### config.mk
export PLATFORM = sky130hd
export DESIGN_NAME = two_channel_capture_timer
export DESIGN_NICKNAME = d
export VERILOG_FILES = /design/src/include/timer_pkg.sv /design/src/hw/two_channel_capture_timer.sv
export VERILOG_INCLUDE_DIRS = /design/src /design/src/include
export SDC_FILE = /design/constraint.sdc
export NUM_CORES = 1
export LEC_CHECK = 0
export BUFFER_PORTS_ARGS = -buffer_cell sky130_fd_sc_hd__buf_2
export CELL_PAD_IN_SITES_DETAIL_PLACEMENT = 1
export CELL_PAD_IN_SITES_GLOBAL_PLACEMENT = 1
export CORE_ASPECT_RATIO = 0.5
export CORE_MARGIN = 1.5
export CORE_UTILIZATION = 44
export CTS_BUF_LIST = sky130_fd_sc_hd__clkbuf_8
export DETAILED_ROUTE_END_ITERATION = 6
export HOLD_SLACK_MARGIN = 0.1
export PLACE_DENSITY_LB_ADDON = 0.2
export SYNTH_ARGS = -nofsm -noshare
export SYNTH_HDL_FRONTEND = slang
export SYNTH_SLANG_ARGS = --single-unit
### constraint.sdc
create_clock -name clock_i -period 5.3 [get_ports clock_i]
set_input_delay 0.795 -clock clock_i [delete_from_list [all_inputs] [get_ports clock_i]]
set_output_delay 0.795 -clock clock_i [all_outputs]
set_load 0.05 [all_outputs]
### src/include/timer_map.svh
// constants for the two-channel capture timer
`ifndef TIMER_MAP_SVH
`define TIMER_MAP_SVH

// counter geometry
`define COUNT_W 16
`define COUNT_MAX 16'hffff
`define COUNT_ZERO 16'h0000
`define COUNT_ONE 16'h0001
`define CHANNELS 2

// reset value of every state bit (counter, values, flags, outputs)
`define STATE_RST '0

// nominal auxiliary clock rate, watch crystal or low-frequency oscillator
`define AUX_CLOCK_HZ 32768

// positions in the synchroniser vector
`define SYN_TCLK 0
`define SYN_AUX 1
`define SYN_SUB 2
`define SYN_ALT 3
`define SYN_CH0 4
`define SYN_CH1 5
`define SYN_CMP 6
`define SYN_W 7

// flag positions in the flag and clear vectors
`define FLG_CH0 0
`define FLG_CH1 1
`define FLG_OVF 2
`define FLG_W 3

// port bits that each channel output can reach
`define CH0_PORT_BITS 2
`define CH1_PORT_BITS 3

`endif

### src/include/timer_pkg.sv
// types for the two-channel capture timer
`include "timer_map.svh"

package timer_pkg;

    typedef enum logic [1:0] {
        SRC_EXT = 2'b00,
        SRC_AUX = 2'b01,
        SRC_SUB = 2'b10,
        SRC_ALT = 2'b11
    } clk_src_t;

    typedef enum logic [1:0] {
        MODE_STOP = 2'b00,
        MODE_UP = 2'b01,
        MODE_CONT = 2'b10,
        MODE_UPDOWN = 2'b11
    } count_mode_t;

    typedef enum logic [1:0] {
        EDGE_NONE = 2'b00,
        EDGE_RISE = 2'b01,
        EDGE_FALL = 2'b10,
        EDGE_BOTH = 2'b11
    } cap_edge_t;

    typedef enum logic [1:0] {
        SEL_A = 2'b00,
        SEL_B = 2'b01,
        SEL_GND = 2'b10,
        SEL_VCC = 2'b11
    } cap_sel_t;

    typedef enum logic [2:0] {
        OUT_LEVEL = 3'b000,
        OUT_SET = 3'b001,
        OUT_TOG_RST = 3'b010,
        OUT_SET_RST = 3'b011,
        OUT_TOGGLE = 3'b100,
        OUT_RESET = 3'b101,
        OUT_TOG_SET = 3'b110,
        OUT_RST_SET = 3'b111
    } out_mode_t;

    typedef struct packed {
        logic capture_mode;
        cap_edge_t edge_sel;
        cap_sel_t in_sel;
        out_mode_t out_mode;
        logic out_bit;
        logic ie;
    } ch_cfg_t;

    typedef struct packed {
        clk_src_t clk_src;
        count_mode_t mode;
        logic ovf_ie;
        ch_cfg_t [`CHANNELS-1:0] ch;
    } timer_cfg_t;

    typedef struct packed {
        logic [`COUNT_W-1:0] value;
        logic flag;
        logic cap_ovf;
        logic cap_prev;
        logic out;
    } ch_state_t;

    typedef struct packed {
        logic [`SYN_W-1:0] sync1;
        logic [`SYN_W-1:0] sync2;
        logic clk_prev;
        logic [`COUNT_W-1:0] count;
        logic dir_down;
        logic ovf_flag;
        ch_state_t [`CHANNELS-1:0] ch;
    } state_t;

endpackage

### src/hw/two_channel_capture_timer.sv
// 16-bit timer with two capture/compare channels, run from a selectable clock
//
// How it works
// - one 16-bit up or up/down counter, channels zero, one
// - overflow and per-channel events raise requests
// - each channel captures, compares, drives pwm output
// - timer clock from pin, auxiliary, submain or alternate external input
// - channel zero inputs: pin, aux, ground, supply
// - no comparator: channel one b is pin
// - with comparator: channel one b is comparator
// - channel zero own request; one, overflow shared
`include "timer_map.svh"

module two_channel_capture_timer #(
    parameter bit has_comparator = 1'b1
) (
    input wire logic clock_i,                         // system clock, 250 MHz
    input wire logic rst_b_i,                         // async reset, active low
    input wire logic ext_timer_clock_pin_i,           // external timer clock pin
    input wire logic aux_clock_i,                     // auxiliary clock
    input wire logic submain_clock_i,                 // sub-main clock
    input wire logic alt_ext_clock_input_i,           // alternate external clock
    input wire logic ch0_pin_i,                       // channel zero capture pin
    input wire logic ch1_pin_i,                       // channel one capture pin
    input wire logic comparator_output_i,             // analog comparator output
    input wire timer_pkg::timer_cfg_t cfg_i,          // mode and channel setup
    input wire logic count_clear_i,                   // clears counter and direction
    input wire logic [`CHANNELS-1:0] ch_load_i,       // load compare value strobe
    input wire logic [`COUNT_W-1:0] ch_load_data_i,   // compare value to load
    input wire logic [`FLG_W-1:0] flag_clear_i,       // clear flag strobes
    output logic [`COUNT_W-1:0] count_o,              // counter value
    output logic [`CHANNELS-1:0][`COUNT_W-1:0] ch_value_o, // channel values
    output logic [`FLG_W-1:0] flags_o,                // ovf, ch1, ch0 flags
    output logic [`CHANNELS-1:0] cap_overflow_o,      // capture overrun flags
    output logic irq_ch0_o,                           // channel zero request
    output logic irq_shared_o,                        // channel one or overflow
    output logic [`CH0_PORT_BITS-1:0] ch0_port_o,     // channel zero output
    output logic [`CH1_PORT_BITS-1:0] ch1_port_o      // channel one output
);
    import timer_pkg::*;

    // ==========================================================
    // state and input routing
    state_t st;
    state_t next_st;
    logic [`SYN_W-1:0] pins;
    logic [`CHANNELS-1:0] cap_a;
    logic [`CHANNELS-1:0] cap_b;
    logic [`CHANNELS-1:0] cap_in;
    logic clk_lvl;
    logic tick;

    // every pin and foreign clock is sampled, so sources must stay below half of clock_i
    assign pins = {comparator_output_i, ch1_pin_i, ch0_pin_i, alt_ext_clock_input_i,
                   submain_clock_i, aux_clock_i, ext_timer_clock_pin_i};

    genvar g;
    generate
        for (g = 0; g < `CHANNELS; g = g + 1) begin : g_cap
            assign cap_a[g] = st.sync2[`SYN_CH0 + g];
            if (g == 0) begin : g_b0
                assign cap_b[g] = st.sync2[`SYN_AUX];
            end else begin : g_b1
                assign cap_b[g] = has_comparator ? st.sync2[`SYN_CMP] : st.sync2[`SYN_CH1];
            end
            assign cap_in[g] = (cfg_i.ch[g].in_sel == SEL_A) ? cap_a[g] :
                               (cfg_i.ch[g].in_sel == SEL_B) ? cap_b[g] :
                               (cfg_i.ch[g].in_sel == SEL_VCC);
        end
    endgenerate

    // ==========================================================
    // timer clock selection
    // clock source mux
    always_comb begin
        unique case (cfg_i.clk_src)
            SRC_EXT: clk_lvl = st.sync2[`SYN_TCLK];
            SRC_AUX: clk_lvl = st.sync2[`SYN_AUX];
            SRC_SUB: clk_lvl = st.sync2[`SYN_SUB];
            SRC_ALT: clk_lvl = st.sync2[`SYN_ALT];
        endcase
    end

    assign tick = clk_lvl & ~st.clk_prev;

    // ==========================================================
    // output unit
    // own match acts after the period event so a channel's own edge wins
    function automatic logic apply_out(logic cur, out_mode_t m, logic own, logic period);
        logic o;
        o = cur;
        if (period) begin
            case (m)
                OUT_TOG_RST, OUT_SET_RST: o = 1'b0;
                OUT_TOG_SET, OUT_RST_SET: o = 1'b1;
                default: o = o;
            endcase
        end
        if (own) begin
            case (m)
                OUT_SET, OUT_SET_RST: o = 1'b1;
                OUT_TOG_RST, OUT_TOGGLE, OUT_TOG_SET: o = ~o;
                OUT_RESET, OUT_RST_SET: o = 1'b0;
                default: o = o;
            endcase
        end
        return o;
    endfunction

    // ==========================================================
    // next state
    logic [`COUNT_W-1:0] cnt_next;
    logic dir_next;
    logic wrap;
    logic counted;
    logic [`CHANNELS-1:0] hit;
    logic [`CHANNELS-1:0] rise;
    logic [`CHANNELS-1:0] fall;
    logic [`CHANNELS-1:0] cap_evt;
    logic [`CHANNELS-1:0] evt;
    logic [`CHANNELS-1:0] flag_clr;

    assign flag_clr = {flag_clear_i[`FLG_CH1], flag_clear_i[`FLG_CH0]};

    always_comb begin
        next_st = st;
        next_st.sync1 = pins;
        next_st.sync2 = st.sync1;
        next_st.clk_prev = clk_lvl;
        cnt_next = st.count;
        dir_next = st.dir_down;
        wrap = 1'b0;
        if (tick) begin
            unique case (cfg_i.mode)
                MODE_STOP: cnt_next = st.count;
                MODE_UP: begin
                    if (st.count >= st.ch[0].value) begin
                        cnt_next = `COUNT_ZERO;
                        wrap = 1'b1;
                    end else begin
                        cnt_next = st.count + `COUNT_ONE;
                    end
                end
                MODE_CONT: begin
                    cnt_next = st.count + `COUNT_ONE;
                    wrap = (st.count == `COUNT_MAX);
                end
                MODE_UPDOWN: begin
                    if (!st.dir_down) begin
                        if (st.count >= st.ch[0].value) begin
                            dir_next = 1'b1;
                            cnt_next = (st.count == `COUNT_ZERO) ? `COUNT_ZERO : st.count - `COUNT_ONE;
                        end else begin
                            cnt_next = st.count + `COUNT_ONE;
                        end
                    end else if (st.count <= `COUNT_ONE) begin
                        dir_next = 1'b0;
                        cnt_next = `COUNT_ZERO;
                        wrap = 1'b1;
                    end else begin
                        cnt_next = st.count - `COUNT_ONE;
                    end
                end
            endcase
        end
        counted = tick && (cfg_i.mode != MODE_STOP) && !count_clear_i;
        if (count_clear_i) begin
            cnt_next = `COUNT_ZERO;
            dir_next = 1'b0;
        end
        next_st.count = cnt_next;
        next_st.dir_down = dir_next;
        next_st.ovf_flag = (st.ovf_flag & ~flag_clear_i[`FLG_OVF]) | (wrap & counted);

        for (int i = 0; i < `CHANNELS; i++) begin
            hit[i] = counted && (cnt_next == st.ch[i].value);
            rise[i] = cap_in[i] & ~st.ch[i].cap_prev;
            fall[i] = ~cap_in[i] & st.ch[i].cap_prev;
        end

        for (int i = 0; i < `CHANNELS; i++) begin
            next_st.ch[i].cap_prev = cap_in[i];
            cap_evt[i] = cfg_i.ch[i].capture_mode &&
                         ((cfg_i.ch[i].edge_sel[0] && rise[i]) || (cfg_i.ch[i].edge_sel[1] && fall[i]));
            evt[i] = cfg_i.ch[i].capture_mode ? cap_evt[i] : hit[i];
            if (cap_evt[i]) begin
                next_st.ch[i].value = st.count;
            end else if (ch_load_i[i]) begin
                next_st.ch[i].value = ch_load_data_i;
            end
            // a second capture before the flag is cleared marks an overrun
            next_st.ch[i].cap_ovf = (st.ch[i].cap_ovf & ~flag_clr[i]) |
                                    (cap_evt[i] & st.ch[i].flag & ~flag_clr[i]);
            next_st.ch[i].flag = (st.ch[i].flag & ~flag_clr[i]) | evt[i];
            if (cfg_i.ch[i].out_mode == OUT_LEVEL) begin
                next_st.ch[i].out = cfg_i.ch[i].out_bit;
            end else if (!cfg_i.ch[i].capture_mode) begin
                next_st.ch[i].out = apply_out(st.ch[i].out, cfg_i.ch[i].out_mode, hit[i], hit[0]);
            end
        end
    end

    always_ff @(posedge clock_i or negedge rst_b_i) begin
        if (!rst_b_i) begin
            st <= `STATE_RST;
        end else begin
            st <= next_st;
        end
    end

    // ==========================================================
    // outputs
    assign count_o = st.count;
    assign flags_o = {st.ovf_flag, st.ch[1].flag, st.ch[0].flag};

    generate
        for (g = 0; g < `CHANNELS; g = g + 1) begin : g_out
            assign ch_value_o[g] = st.ch[g].value;
            assign cap_overflow_o[g] = st.ch[g].cap_ovf;
        end
    endgenerate

    assign irq_ch0_o = st.ch[0].flag & cfg_i.ch[0].ie;
    assign irq_shared_o = (st.ch[1].flag & cfg_i.ch[1].ie) | (st.ovf_flag & cfg_i.ovf_ie);

    assign ch0_port_o = {`CH0_PORT_BITS{st.ch[0].out}};
    assign ch1_port_o = {`CH1_PORT_BITS{st.ch[1].out}};

endmodule

After elaboration in Yosys (flattened, before gate mapping)

Index checks and enable logic that the tools add are counted.

Register bits after elaboration: 73
Input bits: 56
Output and inout bits: 60
Word-level logic and storage cells: 164

Add/subtract/negate cells: 2
Order comparisons: 2
Equal/unequal tests: 29
Muxes and demuxes: 45
Bitwise logic cells: 34
Reductions and logical operators: 36

Operator list:

| operator                                                                           | number |
|---|---|
| 16-bit two-way mux                                                                 | 11 |
| 16-bit one-hot mux with 4 select lines                                             | 1 |
| 16-bit == test                                                                     | 2 |
| 1-bit two-way mux                                                                  | 27 |
| 3-bit == test (second input constant)                                              | 8 |
| 1-bit bitwise AND                                                                  | 18 |
| 16-bit by 1-bit adder with 16-bit output (second input constant)                   | 1 |
| 16-bit == test (second input constant)                                             | 1 |
| 16-bit >= comparator                                                               | 1 |
| 16-bit by 1-bit less-or-equal comparator with 1-bit output (second input constant) | 1 |
| 16-bit zero test                                                                   | 1 |
| 2-bit OR reduction                                                                 | 8 |
| 16-bit by 1-bit subtractor with 16-bit output (second input constant)              | 1 |
| 2-bit == test (second input constant)                                              | 6 |
| 3-bit by 2-bit == test with 1-bit output (second input constant)                   | 4 |
| 1-bit logical AND                                                                  | 10 |
| 1-bit inverter                                                                     | 10 |
| 2-bit nonzero test                                                                 | 5 |
| 1-bit one-hot mux with 3 select lines                                              | 3 |
| 2-bit by 1-bit == test with 1-bit output (second input constant)                   | 4 |
| 2-bit zero test                                                                    | 4 |
| 3-bit by 1-bit == test with 1-bit output (second input constant)                   | 2 |
| 3-bit zero test                                                                    | 2 |
| 1-bit OR                                                                           | 6 |
| 7 further kinds                                                                    | 11 |

Logic depth before layout (Yosys ltp)

Depth in word-level cells: 17
Depth in mapped cells: 16

Worst setup path after synthesis

OpenSTA, ideal clock, no wires.

Path kind: flip-flop to flip-flop
From: reg st (netlist bit count_o[0])
To: reg st (netlist bit ch1_port_o[0])
Setup time: 0.126 ns
Arrival: 4.041 ns
Data required time: 5.174 ns
Path slack: 1.133 ns
Cell stages (with the launch flop): 17
Path through: dfrtp_1 clkbuf_1 inv_1 ha_1 and3_1 o21ai_0 a311oi_2 nor3_2 buf_2 o211ai_1 o211ai_1 xnor2_1 nand4_1 or4_4 o41ai_2 a21oi_1 a221o_1

Word-level cells in the longest chain between the ends: 17

RTL lines:

| item                                                                                                      | RTL line                         | RTL |
|---|---|---|
| from (decl)                                                                                               | two_channel_capture_timer.sv:44  | `state_t st;` |
| from (signal assigned)                                                                                    | two_channel_capture_timer.sv:205 | `` st <= `STATE_RST; `` |
| from (signal assigned)                                                                                    | two_channel_capture_timer.sv:207 | `st <= next_st;` |
| 16-bit by 1-bit subtractor with 16-bit output (no source line) / 16-bit zero test (equally long branches) | -                                |  |
| 16-bit two-way mux (no source line)                                                                       | -                                |  |
| 16-bit two-way mux                                                                                        | two_channel_capture_timer.sv:150 | `if (st.count >= st.ch[0].value) begin` |
| 16-bit two-way mux                                                                                        | two_channel_capture_timer.sv:149 | `if (!st.dir_down) begin` |
| 16-bit one-hot mux with 4 select lines (*)                                                                | two_channel_capture_timer.sv:134 | `unique case (cfg_i.mode)` |
| 16-bit two-way mux (*)                                                                                    | two_channel_capture_timer.sv:133 | `if (tick) begin` |
| 16-bit two-way mux (*)                                                                                    | two_channel_capture_timer.sv:167 | `if (count_clear_i) begin` |
| named net cnt_next[7]                                                                                     | two_channel_capture_timer.sv:112 | `` logic [`COUNT_W-1:0] cnt_next; `` |
| [... 2 more ...]                                                                                          | -                                |  |
| 1-bit two-way mux                                                                                         | two_channel_capture_timer.sv:92  | `if (period) begin` |
| 1-bit two-way mux                                                                                         | two_channel_capture_timer.sv:197 | `end else if (!cfg_i.ch[i].capture_mode) begin` |
| 1-bit two-way mux                                                                                         | two_channel_capture_timer.sv:195 | `if (cfg_i.ch[i].out_mode == OUT_LEVEL) begin` |
| 1-bit inverter                                                                                            | two_channel_capture_timer.sv:102 | `OUT_TOG_RST, OUT_TOGGLE, OUT_TOG_SET: o = ~o;` |
| 1-bit one-hot mux with 3 select lines                                                                     | two_channel_capture_timer.sv:100 | `case (m)` |
| 1-bit two-way mux (*)                                                                                     | two_channel_capture_timer.sv:99  | `if (own) begin` |
| 1-bit two-way mux (*)                                                                                     | two_channel_capture_timer.sv:197 |  |
| 1-bit two-way mux (*)                                                                                     | two_channel_capture_timer.sv:195 |  |

Mark *: on every way through the listed nets, which the timed path passes. The rest lies on a longest branch. The select of a mux whose other input is x is not followed.
A chain may end at the register's enable or synchronous reset.

Worst setup path after layout

From: reg st (netlist bit ch_value_o[14])
To: reg st (netlist bit ch1_port_o[0])

Word-level cells in the longest chain between the ends: 16

RTL lines:

| item                                   | RTL line                                                           | RTL |
|---|---|---|
| 16-bit >= comparator                   | two_channel_capture_timer.sv:137, two_channel_capture_timer.sv:150 |  |
| 16-bit two-way mux                     | two_channel_capture_timer.sv:150                                   |  |
| 16-bit two-way mux                     | two_channel_capture_timer.sv:149                                   |  |
| 16-bit one-hot mux with 4 select lines | two_channel_capture_timer.sv:134                                   |  |
| 16-bit two-way mux                     | two_channel_capture_timer.sv:133                                   |  |
| 16-bit two-way mux                     | two_channel_capture_timer.sv:167                                   |  |
| 16-bit == test                         | two_channel_capture_timer.sv:176                                   | `hit[i] = counted && (cnt_next == st.ch[i].value);` |
| 1-bit logical AND                      | two_channel_capture_timer.sv:176                                   |  |
| 1-bit two-way mux                      | two_channel_capture_timer.sv:92                                    |  |
| 1-bit two-way mux                      | two_channel_capture_timer.sv:197                                   |  |
| 1-bit two-way mux                      | two_channel_capture_timer.sv:195                                   |  |
| 1-bit inverter                         | two_channel_capture_timer.sv:102                                   |  |
| 1-bit one-hot mux with 3 select lines  | two_channel_capture_timer.sv:100                                   |  |
| 1-bit two-way mux (*)                  | two_channel_capture_timer.sv:99                                    |  |
| 1-bit two-way mux (*)                  | two_channel_capture_timer.sv:197                                   |  |
| 1-bit two-way mux (*)                  | two_channel_capture_timer.sv:195                                   |  |

Mark *: on every way between the ends. The rest lies on a longest branch, timed or not. The select of a mux whose other input is x is not followed.

==> flow_summary.toml <==
[clocking]
cts_max_level = 3
ctsHoldBuffers = 0
cts_tree = "done"
clock-sinks = 73
post_cts_buffers = 0
clkTransAtPathRegs_ns = 0.10
insertion_delay_ns = 0.38
clock_path_buffers = 2
root_buffer = "clkbuf_8"
cts_buffers = 9

[synthesis]
synth_compound_area_frac = 0.226
netlist_area_um2 = 6460
synthesis.instances = 782
ys_ff_latch = 73
post-synth-top-area-cell = "dfrtp_1"
synth_edf_count = 0
synth_area_leaders = "dfrtp_1, buf_4, mux2i_1, nor2_1, a21oi_1"
yosys.cell_types.count = 92
yosys_warnings = 0
syn_avg_cell_area_um2 = 8.26
synth_xor_area_frac = 0.0434
yosys.area_share.simple = 0.223
ys.flop_type = "dfrtp_1"
synth_top_area_frac = 0.283
synth_top_family_by_area = "compound AO/OA/AOI/OAI gates"
synth-seq-area-share = 0.283
synthMuxAreaShare = 0.0643
synth_adder_area_share = 0.0387
async_reset_ff_frac = 1.00
syn_nets = 858

[place]
place_hpwl_mm = 21.4
place_area_um2 = 6930
portBuffers = 115
globalplace.congestion = 0.985
dpl.cell_count = 1028

[die]
start_util = 0.449
core.rowCount = 31
die_width_um = 174
core_area_um2 = 14400
die_area_um2 = 15500
num_io_pins = 116
die_y_um = 88.7

[sta]
slew-limit-headroom = 0.153
clock-skew-final_ns = 0.0141
hold_viol = 0
rsz0062_at_grt = "no"
post-route-min-period_ns = 5.16
worst_slew_pin_slew_ns = 1.27
slew_viol_final = 0
fin_hold_ws_ns = 0.355
min_period_over_period = 0.973
setup_viol = 0
fmax_mhz = 194

[power_and_ir_drop]
ir_drop_v = 0.000179
power.leakage_nw = 3.28
powerDensity_nw_per_um2 = 302

[routing]
wl_per_cell_um = 26.7
drtIter0Drc = 692
dr.pass1.iters = 5
vias = 6685
ant_nets = 0
drc = 0
drt_wl_total_mm = 27.9
via_per_inst = 6.40

[status]
status = "complete, no violations"

[critical_path]
crit_path_max_fanout = 9
crit_type = "reg -> reg"
slowest_stage = "dfrtp_1"
cp-end-kind = "flop"
reg2regPathDepth = 15
worstPathCellList = "inv_1 > ha_1 > nand4_1 > or2_1 > a311o_1 > a41oi_2 > buf_4 > nand2_1 > a211oi_2 > o22ai_1 > a2111oi_2 > nand4_1 > a311o_1 > a31oi_1 > a221o_1"
start_kind = "flop"
max_stage_delay_ns = 0.57
cp.required_ns = 5.62
critPathArrivalTime_ns = 5.48

[global_routing]
antenna_found_initial = 0
grt_pass1_wl_mm = 41.0
grt_max_degree = 74
grtUsageTotal = 0.362
gr-total-overflow = 0
first_global_vias = 6456

[cells_and_area]
nFillCells = 1760
design_area_um2 = 7150
final_common_cell = "buf_2"
drive_above_1_share = 0.241
multiInputGateArea_um2 = 3860
syn_to_final_growth_pct = 10.7
nNetsFinal = 917
final_cell_mix = "buf_2, nor2_1, dfrtp_1"
regArea_um2 = 1830
antenna_cells = 0
fin_cells = 1044

[min_path]
whs_path_depth = 0
min_path_type = "reg -> reg"

[job]
maxCapViolCount = 0
==> report_power, final <==
part,switching [mW],total [mW],internal [mW]
sequential,0.0906,0.705,0.614
clock,0.286,0.514,0.228
combinational,0.663,0.941,0.278
==> Yosys cell counts, types with 5 or more instances <==
cell type and n:
and2_1 6, ha_1 20, o22ai_1 9, buf_2 9, a21oi_1 53, a32oi_1 5, inv_1 39, mux2i_1 37
o21ai_0 23, xor2_1 6, or2_2 5, a31oi_1 9, a211oi_1 7, nand4_1 22, o2111ai_1 5, and3_1 7
o211ai_1 7, clkbuf_1 31, nor3_1 24, nor2_1 86, buf_4 60, xnor2_1 26, a2111oi_0 9, or3_1 10
nand2_1 42, dfrtp_1 73, nand3_1 14, nor4_1 17, nand2b_1 6
==> state kept, by name, summed over array words and instances, names as in the netlist <==
register / count
cap_a: 2
ch1_port_o: 1
cap_b: 2
st: 7
ch0_port_o: 1
flags_o: 3
next_st: 7
cap_overflow_o: 2
count_o: 16
ch_value_o: 32
==> stage by stage <==
step                       util  TNS [ns]  setup slack [ns]  power, mW
final                     0.497         0             0.141       2.16
after global routing      0.497         0            0.0973       2.24
after CTS                 0.497         0             0.149       2.14
after detailed placement  0.482    -0.190            -0.190       1.62
after global placement    0.482   -0.0309           -0.0309       1.61
after floorplan               -         0              1.13       1.38
==> critical path: cells and delay by family (launching register included) <==
kind                       cells  cell delay (ns)
AOI/OAI and AO/OA              8             2.88
and+or+nand+nor                4             1.00
DFF                            1             0.57
adders and majority gates      1             0.33
buffers and inverters          2             0.32
==> routing by layer <==
| layer | vias to the layer above | global-route usage | wire, um |
|---|---|---|---|
| met5 | - | 0 | 0 |
| li1 | 2948 | - | - |
| met2 | 391 | 0.510 | 10900 |
| met4 | 0 | 0.0940 | 569 |
| met1 | 3300 | 0.517 | 12700 |
| met3 | 46 | 0.130 | 3660 |
==> logic make-up after synthesis <==
kind of cell,after synthesis
AND/OR/NAND/NOR,272
AO/OA/AOI/OAI,201
buffers and inverters,144
flip-flops,73
multiplexers,40
XOR/XNOR,32
adder cells (fa/ha/maj),20
==> worst paths after layout <==
check,from,endpoint,slack [ns]
min in group asynchronous,rst_b_i,st[58]$_DFF_PN0_,0.57
max,ch_value_o[14]$_DFFE_PN0P_,ch1_port_o[0]$_DFFE_PN0P_,0.14
max in group asynchronous,rst_b_i,st[62]$_DFF_PN0_,4.02
max reg2reg,ch_value_o[14]$_DFFE_PN0P_,ch1_port_o[0]$_DFFE_PN0P_,0.14
min,next_st[60]$_DFF_PN0_,cap_b[0]$_DFF_PN0_,0.35
min reg2reg,next_st[60]$_DFF_PN0_,cap_b[0]$_DFF_PN0_,0.35
==> repair_timing <==
action / 4_1_cts / 5_1_grt
gates resized for setup: 2 / 1
endpoints found under the setup margin: 1 / 1
cloned: 0 / 0
==> cell type report <==
| cell class | count | share of cell area |
|---|---|---|
| well taps | 198 | 0.0346 |
| multi-input cells | 565 | 0.540 |
| inverters | 39 | 0.0205 |
| repair buffers | 153 | 0.121 |
| flip-flops and latches | 73 | 0.255 |
| clock buffers | 9 | 0.0173 |
| clock inverters | 7 | 0.0119 |
Power figures use the tool's default switching activity.
